===== config.mk =====
export PLATFORM = sky130hd
export DESIGN_NAME = latc_top
export DESIGN_NICKNAME = d
export VERILOG_FILES = /design/src/hdl/latc_pkg.sv /design/src/hdl/latc_top.sv /design/src/hdl/latc_tick.sv /design/src/hdl/latc_debounce.sv
export SDC_FILE = /design/constraint.sdc
export NUM_CORES = 1
export LEC_CHECK = 0
export BUFFER_PORTS_ARGS = -buffer_cell sky130_fd_sc_hd__buf_2
export CAP_MARGIN = 40
export CORE_AREA = 2 2 147 149
export CTS_BUF_LIST = sky130_fd_sc_hd__clkbuf_8
export CTS_CLUSTER_SIZE = 10
export DETAILED_ROUTE_END_ITERATION = 10
export DIE_AREA = 0 0 149 151
export HOLD_SLACK_MARGIN = 0.02
export PLACE_DENSITY = 0.84
export SYNTH_ARGS = -nofsm -noshare
export SYNTH_HDL_FRONTEND = slang
export SYNTH_SLANG_ARGS = --single-unit

===== constraint.sdc =====
create_clock -name sys_clk_i -period 7.2 [get_ports sys_clk_i]
set_input_delay 1.8 -clock sys_clk_i [delete_from_list [all_inputs] [get_ports sys_clk_i]]
set_output_delay 1.8 -clock sys_clk_i [all_outputs]
set_load 0.1 [all_outputs]

===== src/hdl/latc_pkg.sv =====
// Constants, option bit positions and types for axle and traction control
// Functional notes
// Regulated traction help ends by activation time, then blocks 50 s.
// Unregulated traction help: time limit optional, bounded by load and speed.
// Ratio variant, unsensed lift axle: activation needs enable switch asserted.
// Northern type: no limits, traction help follows the driver switch.
// Raise output: 5 s pulse when bit clear, steady when set.
// Two-position switch: act only on switch changes, not load or ignition.
// Three-position button: each momentary push is one command; neutral idle.
// Combination switch: axle switch plus spring-returned traction help push.
// Second normal level from switch when clear, from speed when set.
// Speed mode: level two above upper speed, back below lower speed.
// Switch mode: latching switch direct, or momentary switch stepping level.
// Minor fault lamp: steady when clear, few seconds then off when set.
// Manual mode: driver commands only below pressure limit and speed limit.
// Manual mode: over limit pressure lowers axle; traction help refused.
// Automatic mode: lower at maximum pressure, raise below minimum pressure.
// Traction help only when fully automatic axle control is configured.
// Below maximum: lower command disables automatic, raise re-enables it.
// Reversal clear: STOP aborts level control, axle movement continues.
// Reversal set: STOP within 5 s reverses axle, at standstill, no overload.
// Scaling clear: diagnostic pressure at 0.05 bar per count.
// Scaling set: diagnostic pressure at 0.0625 bar per count.
// Option bits are sampled at reset and held during operation.
// Switch inputs synchronised and debounced before edge detection.
package latc_pkg;
  // ==========================================================
  // Clock and time base
  localparam int CLK_MHZ = 50;
  localparam int TICK_MS = 100;
  localparam int TICK_CYC = TICK_MS * 1000 * CLK_MHZ;
  localparam int DEB_MS = 20;
  localparam int DEB_CYC = DEB_MS * 1000 * CLK_MHZ;
  localparam int TICKS_PER_S = 1000 / TICK_MS;
  // ==========================================================
  // Timers, counted in ticks
  localparam int TH_W = 17;
  localparam int SHT_W = 6;
  localparam int PAUSE_S = 50;
  localparam int RAISE_S = 5;
  localparam int STOP_WIN_S = 5;
  localparam int LAMP_S = 3;
  localparam logic [TH_W-1:0] PAUSE_TK = TH_W'(PAUSE_S * TICKS_PER_S);
  localparam logic [SHT_W-1:0] RAISE_TK = SHT_W'(RAISE_S * TICKS_PER_S);
  localparam logic [SHT_W-1:0] STOP_TK = SHT_W'(STOP_WIN_S * TICKS_PER_S);
  localparam logic [SHT_W-1:0] LAMP_TK = SHT_W'(LAMP_S * TICKS_PER_S);
  // ==========================================================
  // Option bit positions and reset value
  localparam int OPT_UNREG = 0;
  localparam int OPT_NORTH = 1;
  localparam int OPT_RAISE_PERM = 2;
  localparam int OPT_BTN3 = 3;
  localparam int OPT_COMBO = 4;
  localparam int OPT_NL_SPEED = 5;
  localparam int OPT_NL_STEP = 6;
  localparam int OPT_LAMP_BRIEF = 7;
  localparam int OPT_AUTO = 8;
  localparam int OPT_STOP_REV = 9;
  localparam int OPT_PRESS16 = 10;
  localparam int OPT_RATIO = 11;
  localparam int OPT_LA_UNSENSED = 12;
  localparam int OPT_W = 13;
  localparam logic [OPT_W-1:0] OPT_RST = 13'h0000;
  // ==========================================================
  // Debounced input positions
  localparam int DB_AX_SW = 0;
  localparam int DB_AX_UP = 1;
  localparam int DB_AX_DN = 2;
  localparam int DB_TH_BTN = 3;
  localparam int DB_TH_EN = 4;
  localparam int DB_NL_SW = 5;
  localparam int DB_NL_UP = 6;
  localparam int DB_NL_DN = 7;
  localparam int DB_W = 8;
  // ==========================================================
  // Data widths and pressure scaling, in 0.0001 bar units
  localparam int PW = 10;
  localparam int SPW = 8;
  localparam int DW = 20;
  localparam logic [PW-1:0] SCALE_20 = 10'h1f4;
  localparam logic [PW-1:0] SCALE_16 = 10'h271;
  typedef enum logic [1:0] {
    TH_IDLE = 2'b00,
    TH_ACTIVE = 2'b01,
    TH_PAUSE = 2'b10
  } latc_th_t;
endpackage


===== src/hdl/latc_top.sv =====
// Option-driven axle, traction help, level and lamp control
`timescale 1ns/10ps
module latc_top import latc_pkg::*; #(
  parameter int TICK_CYCLES = TICK_CYC,
  parameter int DEB_CYCLES = DEB_CYC
) (
  // Clock and reset
  input wire logic sys_clk_i,
  input wire logic srst_i,
  // Configuration store
  input wire logic [OPT_W-1:0] opt_i,
  // Driver switch pins
  input wire logic axle_sw_i,
  input wire logic axle_up_btn_i,
  input wire logic axle_dn_btn_i,
  input wire logic th_btn_i,
  input wire logic th_enable_sw_i,
  input wire logic nl_sw_i,
  input wire logic nl_up_btn_i,
  input wire logic nl_dn_btn_i,
  // Remote unit and fault logic
  input wire logic rcu_raise_i,
  input wire logic rcu_lower_i,
  input wire logic rcu_stop_i,
  input wire logic minor_fault_i,
  input wire logic axle_overload_i,
  // Measurements
  input wire logic [SPW-1:0] speed_i,
  input wire logic [PW-1:0] bellows_press_i,
  input wire logic [PW-1:0] press_raw_i,
  // Parameter set
  input wire logic [PW-1:0] press_limit_i,
  input wire logic [PW-1:0] press_max_i,
  input wire logic [PW-1:0] press_min_i,
  input wire logic [SPW-1:0] spd_limit_i,
  input wire logic [SPW-1:0] spd_up_i,
  input wire logic [SPW-1:0] spd_dn_i,
  input wire logic [12:0] th_time_s_i,
  input wire logic th_time_en_i,
  // Status and actuators
  output logic th_active_o,
  output logic th_blocked_o,
  output logic axle_down_o,
  output logic auto_on_o,
  output logic raise_valve_o,
  output logic level2_o,
  output logic lamp_o,
  output logic level_abort_o,
  output logic axle_reverse_o,
  output logic [DW-1:0] press_diag_o
);
  // ==========================================================
  // Time base, input conditioning, option capture
  logic tick;
  logic [DB_W-1:0] db;
  logic [DB_W-1:0] db_prev;
  logic db_valid;
  logic db_seen;
  logic [OPT_W-1:0] opt;
  logic [DB_W-1:0] rise_v;
  logic [DB_W-1:0] fall_v;

  latc_tick #(.DIV(TICK_CYCLES)) u_tick (
    .sys_clk_i(sys_clk_i),
    .srst_i(srst_i),
    .tick_o(tick)
  );

  latc_debounce #(.W(DB_W), .CNT(DEB_CYCLES)) u_deb (
    .sys_clk_i(sys_clk_i),
    .srst_i(srst_i),
    .raw_i({nl_dn_btn_i, nl_up_btn_i, nl_sw_i, th_enable_sw_i,
            th_btn_i, axle_dn_btn_i, axle_up_btn_i, axle_sw_i}),
    .db_o(db),
    .valid_o(db_valid)
  );

  // Options load while reset is held and freeze afterwards
  always_ff @(posedge sys_clk_i) begin
    if (srst_i) begin
      opt <= opt_i;
      db_prev <= '0;
      db_seen <= 1'b0;
    end else begin
      db_prev <= db;
      db_seen <= db_valid;
    end
  end

  // No edges until the debouncer has settled, so power-up is not a change
  assign rise_v = db & ~db_prev & {DB_W{db_seen}};
  assign fall_v = ~db & db_prev & {DB_W{db_seen}};

  // ==========================================================
  // Lifting/trailing axle
  logic two_pos;
  logic raise_cmd;
  logic lower_cmd;
  logic over_lim;
  logic at_max;
  logic stop_rev_ok;
  logic [SHT_W-1:0] raise_cnt;
  logic [SHT_W-1:0] stop_cnt;
  logic next_axle_down;
  logic next_auto_on;
  logic next_raise_valve;
  logic next_level_abort;
  logic next_axle_reverse;
  logic [SHT_W-1:0] next_raise_cnt;
  logic [SHT_W-1:0] next_stop_cnt;

  assign two_pos = opt[OPT_COMBO] | ~opt[OPT_BTN3];
  assign over_lim = bellows_press_i > press_limit_i;
  assign at_max = bellows_press_i >= press_max_i;
  // A reversal into a raise is barred where the load would force it down
  assign stop_rev_ok = opt[OPT_STOP_REV] && stop_cnt != '0 &&
                       speed_i == '0 && !axle_overload_i &&
                       !(axle_down_o && (opt[OPT_AUTO] ? at_max : over_lim));

  always_comb begin
    raise_cmd = rcu_raise_i | (two_pos ? fall_v[DB_AX_SW]
                                       : rise_v[DB_AX_UP]);
    lower_cmd = rcu_lower_i | (two_pos ? rise_v[DB_AX_SW]
                                       : rise_v[DB_AX_DN]);
    next_axle_down = axle_down_o;
    next_auto_on = auto_on_o;
    next_level_abort = 1'b0;
    next_axle_reverse = 1'b0;
    next_raise_cnt = raise_cnt;
    next_stop_cnt = stop_cnt;
    if (tick && raise_cnt != '0) begin
      next_raise_cnt = raise_cnt - 1'b1;
    end
    if (tick && stop_cnt != '0) begin
      next_stop_cnt = stop_cnt - 1'b1;
    end
    if (!opt[OPT_AUTO]) begin
      if (over_lim) begin
        next_axle_down = 1'b1;
      end else if (speed_i <= spd_limit_i) begin
        if (lower_cmd) begin
          next_axle_down = 1'b1;
        end else if (raise_cmd) begin
          next_axle_down = 1'b0;
        end
      end
    end else if (at_max) begin
      next_axle_down = 1'b1;
    end else begin
      if (auto_on_o && bellows_press_i < press_min_i) begin
        next_axle_down = 1'b0;
      end
      if (lower_cmd) begin
        next_auto_on = 1'b0;
        next_axle_down = 1'b1;
      end else if (raise_cmd) begin
        next_auto_on = 1'b1;
      end
    end
    if (next_axle_down != axle_down_o) begin
      next_stop_cnt = STOP_TK;
    end
    // STOP always ends level control; the axle only turns on request
    if (rcu_stop_i) begin
      next_level_abort = 1'b1;
      if (stop_rev_ok) begin
        next_axle_down = ~axle_down_o;
        next_axle_reverse = 1'b1;
        next_stop_cnt = '0;
      end
    end
    if (next_axle_down) begin
      next_raise_cnt = '0;
    end else if (axle_down_o) begin
      next_raise_cnt = RAISE_TK;
    end
    next_raise_valve = opt[OPT_RAISE_PERM] ? ~next_axle_down
                                           : next_raise_cnt != '0;
  end

  always_ff @(posedge sys_clk_i) begin
    if (srst_i) begin
      axle_down_o <= 1'b1;
      auto_on_o <= 1'b1;
      raise_valve_o <= 1'b0;
      level_abort_o <= 1'b0;
      axle_reverse_o <= 1'b0;
      raise_cnt <= '0;
      stop_cnt <= '0;
    end else begin
      axle_down_o <= next_axle_down;
      auto_on_o <= next_auto_on;
      raise_valve_o <= next_raise_valve;
      level_abort_o <= next_level_abort;
      axle_reverse_o <= next_axle_reverse;
      raise_cnt <= next_raise_cnt;
      stop_cnt <= next_stop_cnt;
    end
  end

  // ==========================================================
  // Traction help
  latc_th_t th_st;
  latc_th_t next_th_st;
  logic [TH_W-1:0] th_cnt;
  logic [TH_W-1:0] next_th_cnt;
  logic [TH_W-1:0] limit_tk;
  logic th_cmd;
  logic th_level;
  logic th_allow;
  logic th_bounds;
  logic th_timed;
  logic th_end;

  always_comb begin
    limit_tk = TH_W'(th_time_s_i) * TH_W'(TICKS_PER_S);
    th_cmd = opt[OPT_COMBO] ? rise_v[DB_AX_UP] : rise_v[DB_TH_BTN];
    th_level = db[DB_TH_BTN];
    th_allow = opt[OPT_AUTO] &&
               (!(opt[OPT_RATIO] && opt[OPT_LA_UNSENSED]) ||
                db[DB_TH_EN]);
    th_bounds = !over_lim && speed_i <= spd_limit_i;
    th_timed = !opt[OPT_UNREG] || th_time_en_i;
    th_end = th_cmd || !th_bounds || !th_allow ||
             (th_timed && th_cnt >= limit_tk);
    next_th_st = th_st;
    next_th_cnt = th_cnt;
    if (tick) begin
      next_th_cnt = th_cnt + 1'b1;
    end
    case (th_st)
      TH_IDLE: begin
        next_th_cnt = '0;
        if (opt[OPT_NORTH]) begin
          if (th_level && th_allow) begin
            next_th_st = TH_ACTIVE;
          end
        end else if (th_cmd && th_allow && th_bounds) begin
          next_th_st = TH_ACTIVE;
        end
      end
      TH_ACTIVE: begin
        if (opt[OPT_NORTH]) begin
          if (!th_level || !th_allow) begin
            next_th_st = TH_IDLE;
          end
        end else if (th_end) begin
          next_th_cnt = '0;
          next_th_st = opt[OPT_UNREG] ? TH_IDLE : TH_PAUSE;
        end
      end
      TH_PAUSE: begin
        // One extra tick covers the partial first tick period
        if (th_cnt > PAUSE_TK) begin
          next_th_st = TH_IDLE;
        end
      end
      default: begin
        next_th_st = TH_IDLE;
      end
    endcase
  end

  always_ff @(posedge sys_clk_i) begin
    if (srst_i) begin
      th_st <= TH_IDLE;
      th_cnt <= '0;
      th_active_o <= 1'b0;
      th_blocked_o <= 1'b0;
    end else begin
      th_st <= next_th_st;
      th_cnt <= next_th_cnt;
      th_active_o <= next_th_st == TH_ACTIVE;
      th_blocked_o <= next_th_st == TH_PAUSE;
    end
  end

  // ==========================================================
  // Normal level, fault lamp, pressure diagnostics
  logic fault_prev;
  logic [SHT_W-1:0] lamp_cnt;
  logic [SHT_W-1:0] next_lamp_cnt;
  logic next_level2;
  logic next_lamp;
  logic [DW-1:0] next_press_diag;

  always_comb begin
    next_level2 = level2_o;
    if (opt[OPT_NL_SPEED]) begin
      if (speed_i > spd_up_i) begin
        next_level2 = 1'b1;
      end else if (speed_i < spd_dn_i) begin
        next_level2 = 1'b0;
      end
    end else if (!opt[OPT_NL_STEP]) begin
      next_level2 = db[DB_NL_SW];
    end else if (rise_v[DB_NL_UP]) begin
      next_level2 = 1'b1;
    end else if (rise_v[DB_NL_DN]) begin
      next_level2 = 1'b0;
    end
    next_lamp_cnt = lamp_cnt;
    if (minor_fault_i && !fault_prev) begin
      next_lamp_cnt = LAMP_TK;
    end else if (tick && lamp_cnt != '0) begin
      next_lamp_cnt = lamp_cnt - 1'b1;
    end
    next_lamp = opt[OPT_LAMP_BRIEF] ? next_lamp_cnt != '0
                                    : minor_fault_i;
    next_press_diag = DW'(press_raw_i) *
                      DW'(opt[OPT_PRESS16] ? SCALE_16
                                           : SCALE_20);
  end

  always_ff @(posedge sys_clk_i) begin
    if (srst_i) begin
      fault_prev <= 1'b0;
      lamp_cnt <= '0;
      level2_o <= 1'b0;
      lamp_o <= 1'b0;
      press_diag_o <= '0;
    end else begin
      fault_prev <= minor_fault_i;
      lamp_cnt <= next_lamp_cnt;
      level2_o <= next_level2;
      lamp_o <= next_lamp;
      press_diag_o <= next_press_diag;
    end
  end
endmodule


===== src/hdl/latc_tick.sv =====
// Divider giving a one-cycle tick enable
`timescale 1ns/10ps
module latc_tick import latc_pkg::*; #(
  parameter int DIV = TICK_CYC
) (
  // Clock and reset
  input wire logic sys_clk_i,
  input wire logic srst_i,
  // Tick
  output logic tick_o
);
  localparam int CW = $clog2(DIV);
  localparam logic [CW-1:0] LAST = CW'(DIV - 1);
  logic [CW-1:0] cnt;
  logic [CW-1:0] next_cnt;
  logic next_tick;
  always_comb begin
    next_tick = 1'b0;
    next_cnt = cnt + 1'b1;
    if (cnt == LAST) begin
      next_cnt = '0;
      next_tick = 1'b1;
    end
  end
  always_ff @(posedge sys_clk_i) begin
    if (srst_i) begin
      cnt <= '0;
      tick_o <= 1'b0;
    end else begin
      cnt <= next_cnt;
      tick_o <= next_tick;
    end
  end
endmodule


===== src/hdl/latc_debounce.sv =====
// Two-stage synchroniser and debouncer for a vector of switch pins
`timescale 1ns/10ps
module latc_debounce #(
  parameter int W = 8,
  parameter int CNT = 1000
) (
  // Clock and reset
  input wire logic sys_clk_i,
  input wire logic srst_i,
  // Pins and clean values
  input wire logic [W-1:0] raw_i,
  output logic [W-1:0] db_o,
  output logic valid_o
);
  localparam int CW = $clog2(CNT);
  localparam logic [CW-1:0] LAST = CW'(CNT - 1);
  logic [W-1:0] s1;
  logic [W-1:0] s2;
  logic [W-1:0] cand;
  logic [CW-1:0] cnt;
  logic [W-1:0] next_cand;
  logic [W-1:0] next_db;
  logic [CW-1:0] next_cnt;
  logic next_valid;
  // Whole vector must hold still; one counter is cheaper than W of them
  always_comb begin
    next_cand = cand;
    next_db = db_o;
    next_cnt = cnt;
    next_valid = valid_o;
    if (s2 != cand) begin
      next_cand = s2;
      next_cnt = '0;
    end else if (cnt == LAST) begin
      next_db = cand;
      next_valid = 1'b1;
    end else begin
      next_cnt = cnt + 1'b1;
    end
  end
  always_ff @(posedge sys_clk_i) begin
    if (srst_i) begin
      s1 <= '0;
      s2 <= '0;
      cand <= '0;
      cnt <= '0;
      db_o <= '0;
      valid_o <= 1'b0;
    end else begin
      s1 <= raw_i;
      s2 <= s1;
      cand <= next_cand;
      cnt <= next_cnt;
      db_o <= next_db;
      valid_o <= next_valid;
    end
  end
endmodule


==> results of run 1 <==
final cells by class:
| class | count | area (um2) |
|---|---|---|
| Tap cell | 275 | 344.1 |
| Sequential cell | 164 | 3413 |
| Clock inverter | 15 | 125.1 |
| Fill cell | 1794 | 8407 |
| Multi-Input combinational cell | 917 | 7109 |
| Inverter | 109 | 409.1 |
| Antenna cell | 1 | 2.502 |
| Clock buffer | 17 | 234.0 |
| Timing Repair Buffer | 154 | 778.2 |
layout by cell type (no fill, tap or decap), drive strengths merged, types with 17 or more instances in the layout:
cell type and count:
inv 118, ha 162, dfxtp 151, clkbuf 17
nand3 34, nor2 114, nand2 59, xor2 54
o21ai 36, and3 29, buf 154, nand2b 19
nand4 18, xnor2 38, nor3 40, a21oi 44
nor2b 55, fa 36, a21o 20
power groups by stage:
stage | clock network (mW) | logic, mW | registers, mW
after floorplan | 0 | 0.833 | 1.30
after global placement | 0 | 1.35 | 1.04
after detailed placement | 0 | 1.39 | 1.03
after CTS | 0.625 | 1.40 | 1.01
after global routing | 0.667 | 1.55 | 1.02
final | 0.610 | 1.40 | 1.02
how the worst max path moves through the flow:
stage | depth (start not counted) | slack (ps) | to
global route | 17 | 1210 | press_diag_o[19]
detailed placement | 17 | 940 | press_diag_o[19]
floorplan | 14 | 1410 | press_diag_o[18]
global placement | 15 | 1080 | press_diag_o[18]
finish | 16 | 1390 | press_diag_o[19]
CTS | 17 | 1440 | press_diag_o[19]
logic make-up after synthesis:
| group | count (synthesis) | share of synthesized area (%) |
|---|---|---|
| flip-flops | 164 | 30.81 |
| XOR/XNOR | 92 | 7.273 |
| AO/OA/AOI/OAI | 184 | 11.24 |
| multiplexers | 4 | 0.3614 |
| AND/OR/NAND/NOR | 436 | 20.40 |
| buffers and inverters | 143 | 5.093 |
| other | 1 | 0.03385 |
| adder cells (fa/ha/maj) | 198 | 24.80 |
registers in the layout (all words and copies together) (netlist names), 2 cells and up:
name	flops
th_cnt	17
db_prev	6
u_deb.s1	8
stop_cnt	6
raise_cnt	6
opt	13
u_deb.cand	8
press_diag_o	20
u_deb.s2	8
u_deb.db_o	8
u_tick.cnt	23
th_st	2
u_deb.cnt	20
lamp_cnt	6
layer usage:
layer	part of all wire, %	track usage [%]	vias to the layer above	wire length, um
li1	-	-	4525	-
met1	46	25.96	4131	10380
met2	48	35.85	195	10730
met3	4.3	3.223	36	971
met4	1.7	6.429	0	383
met5	0	0	-	0
per-stage QoR:
stage | cells | power [mW] | cell area, um2 | utilization, %
after global placement | 1619 | 2.390 | 12050 | 57.89
after CTS | 1651 | 3.042 | 12410 | 59.61
after floorplan | 1224 | 2.132 | 11090 | -
final | 1652 | 3.021 | 12420 | 59.63
after global routing | 1651 | 3.239 | 12410 | 59.61
after detailed placement | 1619 | 2.419 | 12050 | 57.89
==> results.toml, run 1 <==
[worst_setup_path]
rr_startpoint = "opt[10]"
ff2ff_setup_slack_ps = 2000
worstSetupPathType = "input port to flop"
worst_setup_path_end_kind = "flop"
critPathLaunchType = "input port"
cp_top_family = "adder cells"
cpMaxStageDelayCell = "fa_1"
cp_num_buf_inv = 3
ff2ff_path_depth = 17
worstReg2RegEnd = "press_diag_o[19]"
crit_top_cell = "fa_1"
crit_path_start = "press_raw_i[3]"
worstPathRequired_ps = 7520
max_stage_delay_ps = 560
arrival_ps = 6130
path_max_fanout = 4
crit_chain = "buf_2 > inv_1 > fa_1 > fa_1 > fa_1 > inv_1 > fa_1 > fa_1 > ha_1 > nor3_1 > o21ai_0 > nand3_1 > a31oi_1 > a311oi_1 > xnor2_1 > nor2_1"

[clock_tree]
postCtsSetupRepairBufs = 0
cts_made_buffers = 17
ctsResizeCount = 0
cts_root_buffer = "clkbuf_8"
clk_pin_slew_worst_paths_ps = 100
cts.sinks = 164
clk_latency_ps = 460
cts_htree_levels = 4
cts_tree = "done"
cts.hold.buffers_added = 0
clock_path_buffers = 2

[yosys]
synth_cells = 1222
syn_avg_cell_area_um2 = 9.067
async_flop_share_pct = 0
synthTopCellsByArea = "dfxtp_1 (27%), ha_1 (18%), fa_1 (6.5%), xor2_1 (4.3%), nor2_1 (3.9%)"
synth_top_area_cell = "dfxtp_1"
synth_top_area_share_pct = 27.28
yosysWarningCount = 0
ys_ff_latch = 164
yosysSeqAreaShare_pct = 30.81
synth_edf_count = 13
synthFlopType = "dfxtp_1"
mappedNetlistArea_mm2 = 0.01108
yosysMostFrequentCell = "ha_1"
synth_cell_types = 74
synth_common_cells = "ha_1 (162), dfxtp_1 (151), nor2_1 (114)"

[timing]
min_period_ps = 5813
setup_tns_ps = 0
setup_viol = 0
finClkSkew_ps = 19.24
tightest_slew_ps = 891.8
hold_ws_ps = 437.4
setup_slack_ps = 1387
slew_viol_final = 0
hold_violations = 0
fmax_mhz = 172.0
finalCritPeriodShare_pct = 80.73
rsz0062_at_grt = "false"
relSlewSlack_pct = 40.55

[min_path]
hp-class = "flop to flop"
holdPathEnd = "u_deb.s2[2]"
hold_start = "u_deb.s1[2]"
holdPathStages = 1

[final_layout]
final_layout_size_suffix_gt1_share_pct = 14.90
nets = 1685
areaGrowthSynthToFinish_pct = 12.06

[grt]
grt_pass1_vias = 8654
grt_antenna_before_repair = 0
grt_max_degree = 88
grt_pass1_wl_um = 37850
grt-ovfl-total = 0
grt_use_total_pct = 20.46

[power]
p_int_mw = 1.745
switching_share_pct = 42.22
pwr-share-comb_pct = 46.2
clockPowerShare_pct = 20.2
power.leakage_nw = 5.791
switchingPower_mw = 1.275
ir_drop_v = 0.0003710
power_density_mw_per_mm2 = 243.3
pwr-share-seq_pct = 33.6

[floorplan]
fp.coreArea_mm2 = 0.02082
die_x_um = 149
start_util_pct = 53.21
fp.dieH_um = 151
die_area_mm2 = 0.02250
io_pins = 153
num_rows = 53

[flow_run]
maxCapViolCount = 0

[routing]
vias = 8887
finalWirelength_um = 22460
drc_errors = 0
ant_nets = 0
drt_iter0_markers = 415
firstDrtPassIters = 6
via_per_inst = 5.380
wl_per_cell_um = 13.60

[placed_design]
numPortBuffers = 152
dpl_worst_slack_ps = 939.5
hpwlAfterDp_um = 17900
place.gp.congestion = 0.8693

[status]
status = "complete, no violations"
Power figures use the tool's default switching activity.
==> inputs of run 2 (changes only) <==
==> constraint.sdc (replaced) <==
create_clock -name sys_clk_i -period 5.4 [get_ports sys_clk_i]
set_input_delay 1.35 -clock sys_clk_i [delete_from_list [all_inputs] [get_ports sys_clk_i]]
set_output_delay 1.35 -clock sys_clk_i [all_outputs]
set_load 0.1 [all_outputs]
==> results.toml, run 2 (synthesized netlist as in run 1, its figures left out) <==
[clock_tree]
cts_root_buffer = "clkbuf_8"
cts.sinks = 164
cts_htree_levels = 4
clock_path_buffers = 2
postCtsSetupRepairBufs = 0
clk_pin_slew_worst_paths_ps = 100
cts_tree = "done"
cts_made_buffers = 17
clk_latency_ps = 470
cts.hold.buffers_added = 0
ctsResizeCount = 0

[timing]
hold_ws_ps = 447.5
finClkSkew_ps = 13.33
setup_slack_ps = 161.2
min_period_ps = 5239
hold_violations = 0
relSlewSlack_pct = 50.41
tightest_slew_ps = 742.2
setup_viol = 0
finalCritPeriodShare_pct = 97.01
rsz0062_at_grt = "false"
slew_viol_final = 0
fmax_mhz = 190.9

[worst_setup_path]
critPathLaunchType = "input port"
worstPathRequired_ps = 5750
path_max_fanout = 4
worstSetupPathType = "input port to flop"
arrival_ps = 5590
worst-path-stages = 16
crit_top_cell = "fa_1"
cp_top_family = "adder cells"
worst_setup_path_end_kind = "flop"
crit_chain = "buf_2 > inv_1 > fa_1 > fa_1 > fa_1 > inv_1 > fa_1 > fa_1 > ha_1 > nor3_1 > o21ai_0 > nand3_1 > a31oi_1 > a311oi_1 > xnor2_1 > nor2_1"
cpMaxStageDelayCell = "fa_1"
max_stage_delay_ps = 560
ff2ff_path_depth = 17
cp_num_buf_inv = 3

[floorplan]
die_area_mm2 = 0.02250
fp.dieH_um = 151
start_util_pct = 53.21
fp.coreArea_mm2 = 0.02082
io_pins = 153
num_rows = 53
die_x_um = 149

[routing]
ant_nets = 0
via_per_inst = 5.387
wl_per_cell_um = 14.16
finalWirelength_um = 23800
drc_errors = 0
vias = 9050
drt_iter0_markers = 407
firstDrtPassIters = 5

[grt]
grt-ovfl-total = 0
grt_max_degree = 50
grt_antenna_before_repair = 0
grt_pass1_wl_um = 39830
top_usage_layer = "met2"
use_met2_pct = 38.16
grt_pass1_vias = 8962
grtUsageMet3_pct = 3.976
grt_use_total_pct = 21.59
grt_use_met1_pct = 26.91

[final_layout]
nets = 1713
fill_cells = 1726
multi_input_area_mm2 = 0.007109
final_cell_mix = "ha_1 (162), dfxtp_1 (151), buf_2 (151), nor2_1 (114), inv_1 (110)"
seq_area_mm2 = 0.003413
largest_register_ffs = 23
final_area_mm2 = 0.01268
top_register = "u_tick.cnt"
areaGrowthSynthToFinish_pct = 14.44
final_layout_size_suffix_gt1_share_pct = 16.67
final_common_cell = "ha_1"
top_regs = "u_tick.cnt x23, press_diag_o x20, u_deb.cnt x20"
finish.utilization_pct = 60.89

[power]
power_density_mw_per_mm2 = 335.9
ir_drop_v = 0.0005783
power.leakage_nw = 5.953

[placed_design]
dpl_worst_slack_ps = -263.4
place.gp.congestion = 0.8804
hpwlAfterDp_um = 18890
numPortBuffers = 152
placed_cell_area_mm2 = 0.01228

[status]
status = "complete, no violations"

[min_path]
hp-class = "flop to flop"
holdPathStages = 1

[flow_run]
maxCapViolCount = 0
-- run 2: changes by cell type in the layout (fill, tap and decap cells not counted) --
cell        delta
clkinvlp_4     -2
buf_12         +1
clkinv_4       +2
clkinv_2       -1
clkinv_8       +3
inv_1          -1
buf_4         +27
inv_4          -1
inv_6          -2
inv_8          +2
-- run 2: metrics by stage --
stage	power (mW)	TNS, ps	instances
final	4.259	0	1680
after global routing	4.555	0	1679
after CTS	4.288	0	1679
after detailed placement	3.400	-964.5	1647
after global placement	3.348	-628.0	1646
after floorplan	2.843	0	1224
-- run 2: final cells by class --
cell class              instances  area share, %
repair buffers                182          7.894
inverters                     109          3.227
clock inverters                15          1.312
multi-input cells             917          56.07
well taps                     275          2.714
clock buffers                  17          1.845
diodes                          1        0.01974
flip-flops and latches        164          26.92
-- run 2: worst paths after layout --
check	start	endpoint	slack, ps
worst max-delay path	press_raw_i[3]	press_diag_o[19]	160
worst min-delay path	u_deb.s1[2]	u_deb.s2[2]	450
worst max register to register	opt[10]	press_diag_o[19]	570
worst min register to register	u_deb.s1[2]	u_deb.s2[2]	450
-- run 2: power by group --
part	internal [mW]	switching (mW)
Sequential	1.31	0.0390
Combinational	0.821	1.22
Clock	0.348	0.526
-- run 2: metal layers --
metal	vias up	part of all wire, %
met1	4228	45
li1	4575	-
met3	34	4.8
met2	213	48
met4	0	1.8
met5	-	0
==> inputs of run 3 (changes only) <==
--- a/config.mk
+++ b/config.mk
@@ -14,6 +14,7 @@
 export DIE_AREA = 0 0 149 151
 export HOLD_SLACK_MARGIN = 0.02
 export PLACE_DENSITY = 0.84
+export REMOVE_ABC_BUFFERS = 1
 export SYNTH_ARGS = -nofsm -noshare
 export SYNTH_HDL_FRONTEND = slang
 export SYNTH_SLANG_ARGS = --single-unit
==> results.toml, run 3 (synthesized netlist as in run 1, its figures left out) <==
[clock_tree]
cts_htree_levels = 4
cts.sinks = 164
cts_tree = "done"
clk_latency_ps = 480
ctsResizeCount = 0
cts_made_buffers = 17
clk_pin_slew_worst_paths_ps = 110
cts_root_buffer = "clkbuf_8"
postCtsSetupRepairBufs = 0
clock_path_buffers = 2
cts.hold.buffers_added = 0

[worst_setup_path]
max_stage_delay_ps = 570
critPathLaunchType = "input port"
rr_startpoint = "opt[10]"
arrival_ps = 5540
ff2ff_path_depth = 17
crit_chain = "buf_2 > inv_1 > fa_1 > fa_1 > fa_1 > inv_1 > fa_1 > fa_1 > ha_1 > nor3_1 > o21ai_0 > nand3_1 > a31oi_1 > a311oi_2 > xnor2_1 > nor2_1"
worstPathRequired_ps = 5760
cpMaxStageDelayCell = "fa_1"
crit_path_start = "press_raw_i[3]"
ff2ff_setup_slack_ps = 630
crit_top_cell = "fa_1"
worstSetupPathType = "input port to flop"
worstReg2RegEnd = "press_diag_o[19]"
path_max_fanout = 4
worst_setup_path_end_kind = "flop"

[final_layout]
final_common_cell = "ha_1"
final_cell_mix = "ha_1 (162), dfxtp_1 (151), buf_2 (151), nor2_1 (114), inv_1 (109)"
areaGrowthSynthToFinish_pct = 14.69
top_register = "u_tick.cnt"
fin_cells = 1684
top_regs = "u_tick.cnt x23, press_diag_o x20, u_deb.cnt x20"
nets = 1718
final_layout_size_suffix_gt1_share_pct = 17.25
antenna_cells = 0
finish.utilization_pct = 61.03
final_area_mm2 = 0.01271
largest_register_ffs = 23

[floorplan]
fp.dieH_um = 151
fp.coreArea_mm2 = 0.02082
start_util_pct = 53.21
io_pins = 153
die_x_um = 149
die_area_mm2 = 0.02250
num_rows = 53

[routing]
wl_per_cell_um = 14.36
firstDrtPassIters = 5
drt_iter0_markers = 339
via_per_inst = 5.420
finalWirelength_um = 24190
ant_nets = 0
drc_errors = 0
vias = 9127

[grt]
grt_pass1_wl_um = 39800
grt_max_degree = 72
grt_use_total_pct = 21.78
grt-ovfl-total = 0
grt_antenna_before_repair = 0
grt_pass1_vias = 8970

[timing]
hold_violations = 0
setup_viol = 0
slew_viol_final = 0
finalCritPeriodShare_pct = 95.78
min_period_ps = 5172
fmax_mhz = 193.3
relSlewSlack_pct = 49.95
setup_tns_ps = 0
tightest_slew_ps = 749.1
finClkSkew_ps = 23.28
hold_ws_ps = 444.2

[flow_run]
maxCapViolCount = 0

[placed_design]
placed_cell_area_mm2 = 0.01231
place.gp.congestion = 0.8937
numPortBuffers = 152
dpl.cell_count = 1652
hpwlAfterDp_um = 19240

[power]
ir_drop_v = 0.0004824
power.leakage_nw = 5.962
power_density_mw_per_mm2 = 341.9

[status]
status = "complete, no violations"

[min_path]
holdPathEnd = "u_deb.s2[6]"
holdPathStages = 1
hp-class = "flop to flop"
hold_start = "u_deb.s1[6]"
-- run 3: cell types whose count changed in the layout (fill, tap and decap cells not counted), sizes merged --
cell / delta
buf: +5
clkinv: -4
clkinvlp: +3
bufinv: +1
diode: -1
-- run 3: worst max path at each step --
stage | end | cells after the start
floorplan | press_diag_o[18] | 14
global placement | press_diag_o[18] | 15
detailed placement | press_diag_o[18] | 15
CTS | press_diag_o[18] | 15
global route | press_diag_o[17] | 16
finish | press_diag_o[19] | 16
-- run 3: area by class of cell --
class,count,area (um2)
Tap cell,275,344.1
Clock inverter,15,143.9
Inverter,109,409.1
Multi-Input combinational cell,917,7124
Fill cell,1815,8115
Sequential cell,164,3413
Timing Repair Buffer,187,1039
Clock buffer,17,234.0
-- run 3: per-layer routing --
layer  up-vias  share of wire (%)  track usage [%]
met2       232                 50            39.29
li1       4590                  -                -
met5         -                  0                0
met3        47                4.8            3.645
met1      4258                 43            25.99
met4         0                2.4            8.238
-- run 3: critical path, delay by kind of cell --
| kind | cells | cell delay (ps) |
|---|---|---|
| compound gates | 3 | 650 |
| xor+xnor | 1 | 180 |
| fa+ha+maj | 6 | 2840 |
| buf+inv | 3 | 250 |
| simple gates | 3 | 280 |
-- run 3: stage by stage --
stage | power (mW) | worst slack (ps)
after floorplan | 2.830 | 75.18
after global placement | 3.396 | -163.4
after detailed placement | 3.463 | -310.8
after CTS | 4.351 | 203.8
after global routing | 4.634 | -5.279
final | 4.344 | 227.8
-- run 3: where the power goes --
part | switching [mW] | internal (mW) | leakage (nW) | total [mW]
clock network | 0.499 | 0.375 | 0.186 | 0.874
registers | 0.0473 | 1.31 | 1.36 | 1.36
logic | 1.27 | 0.847 | 4.42 | 2.11
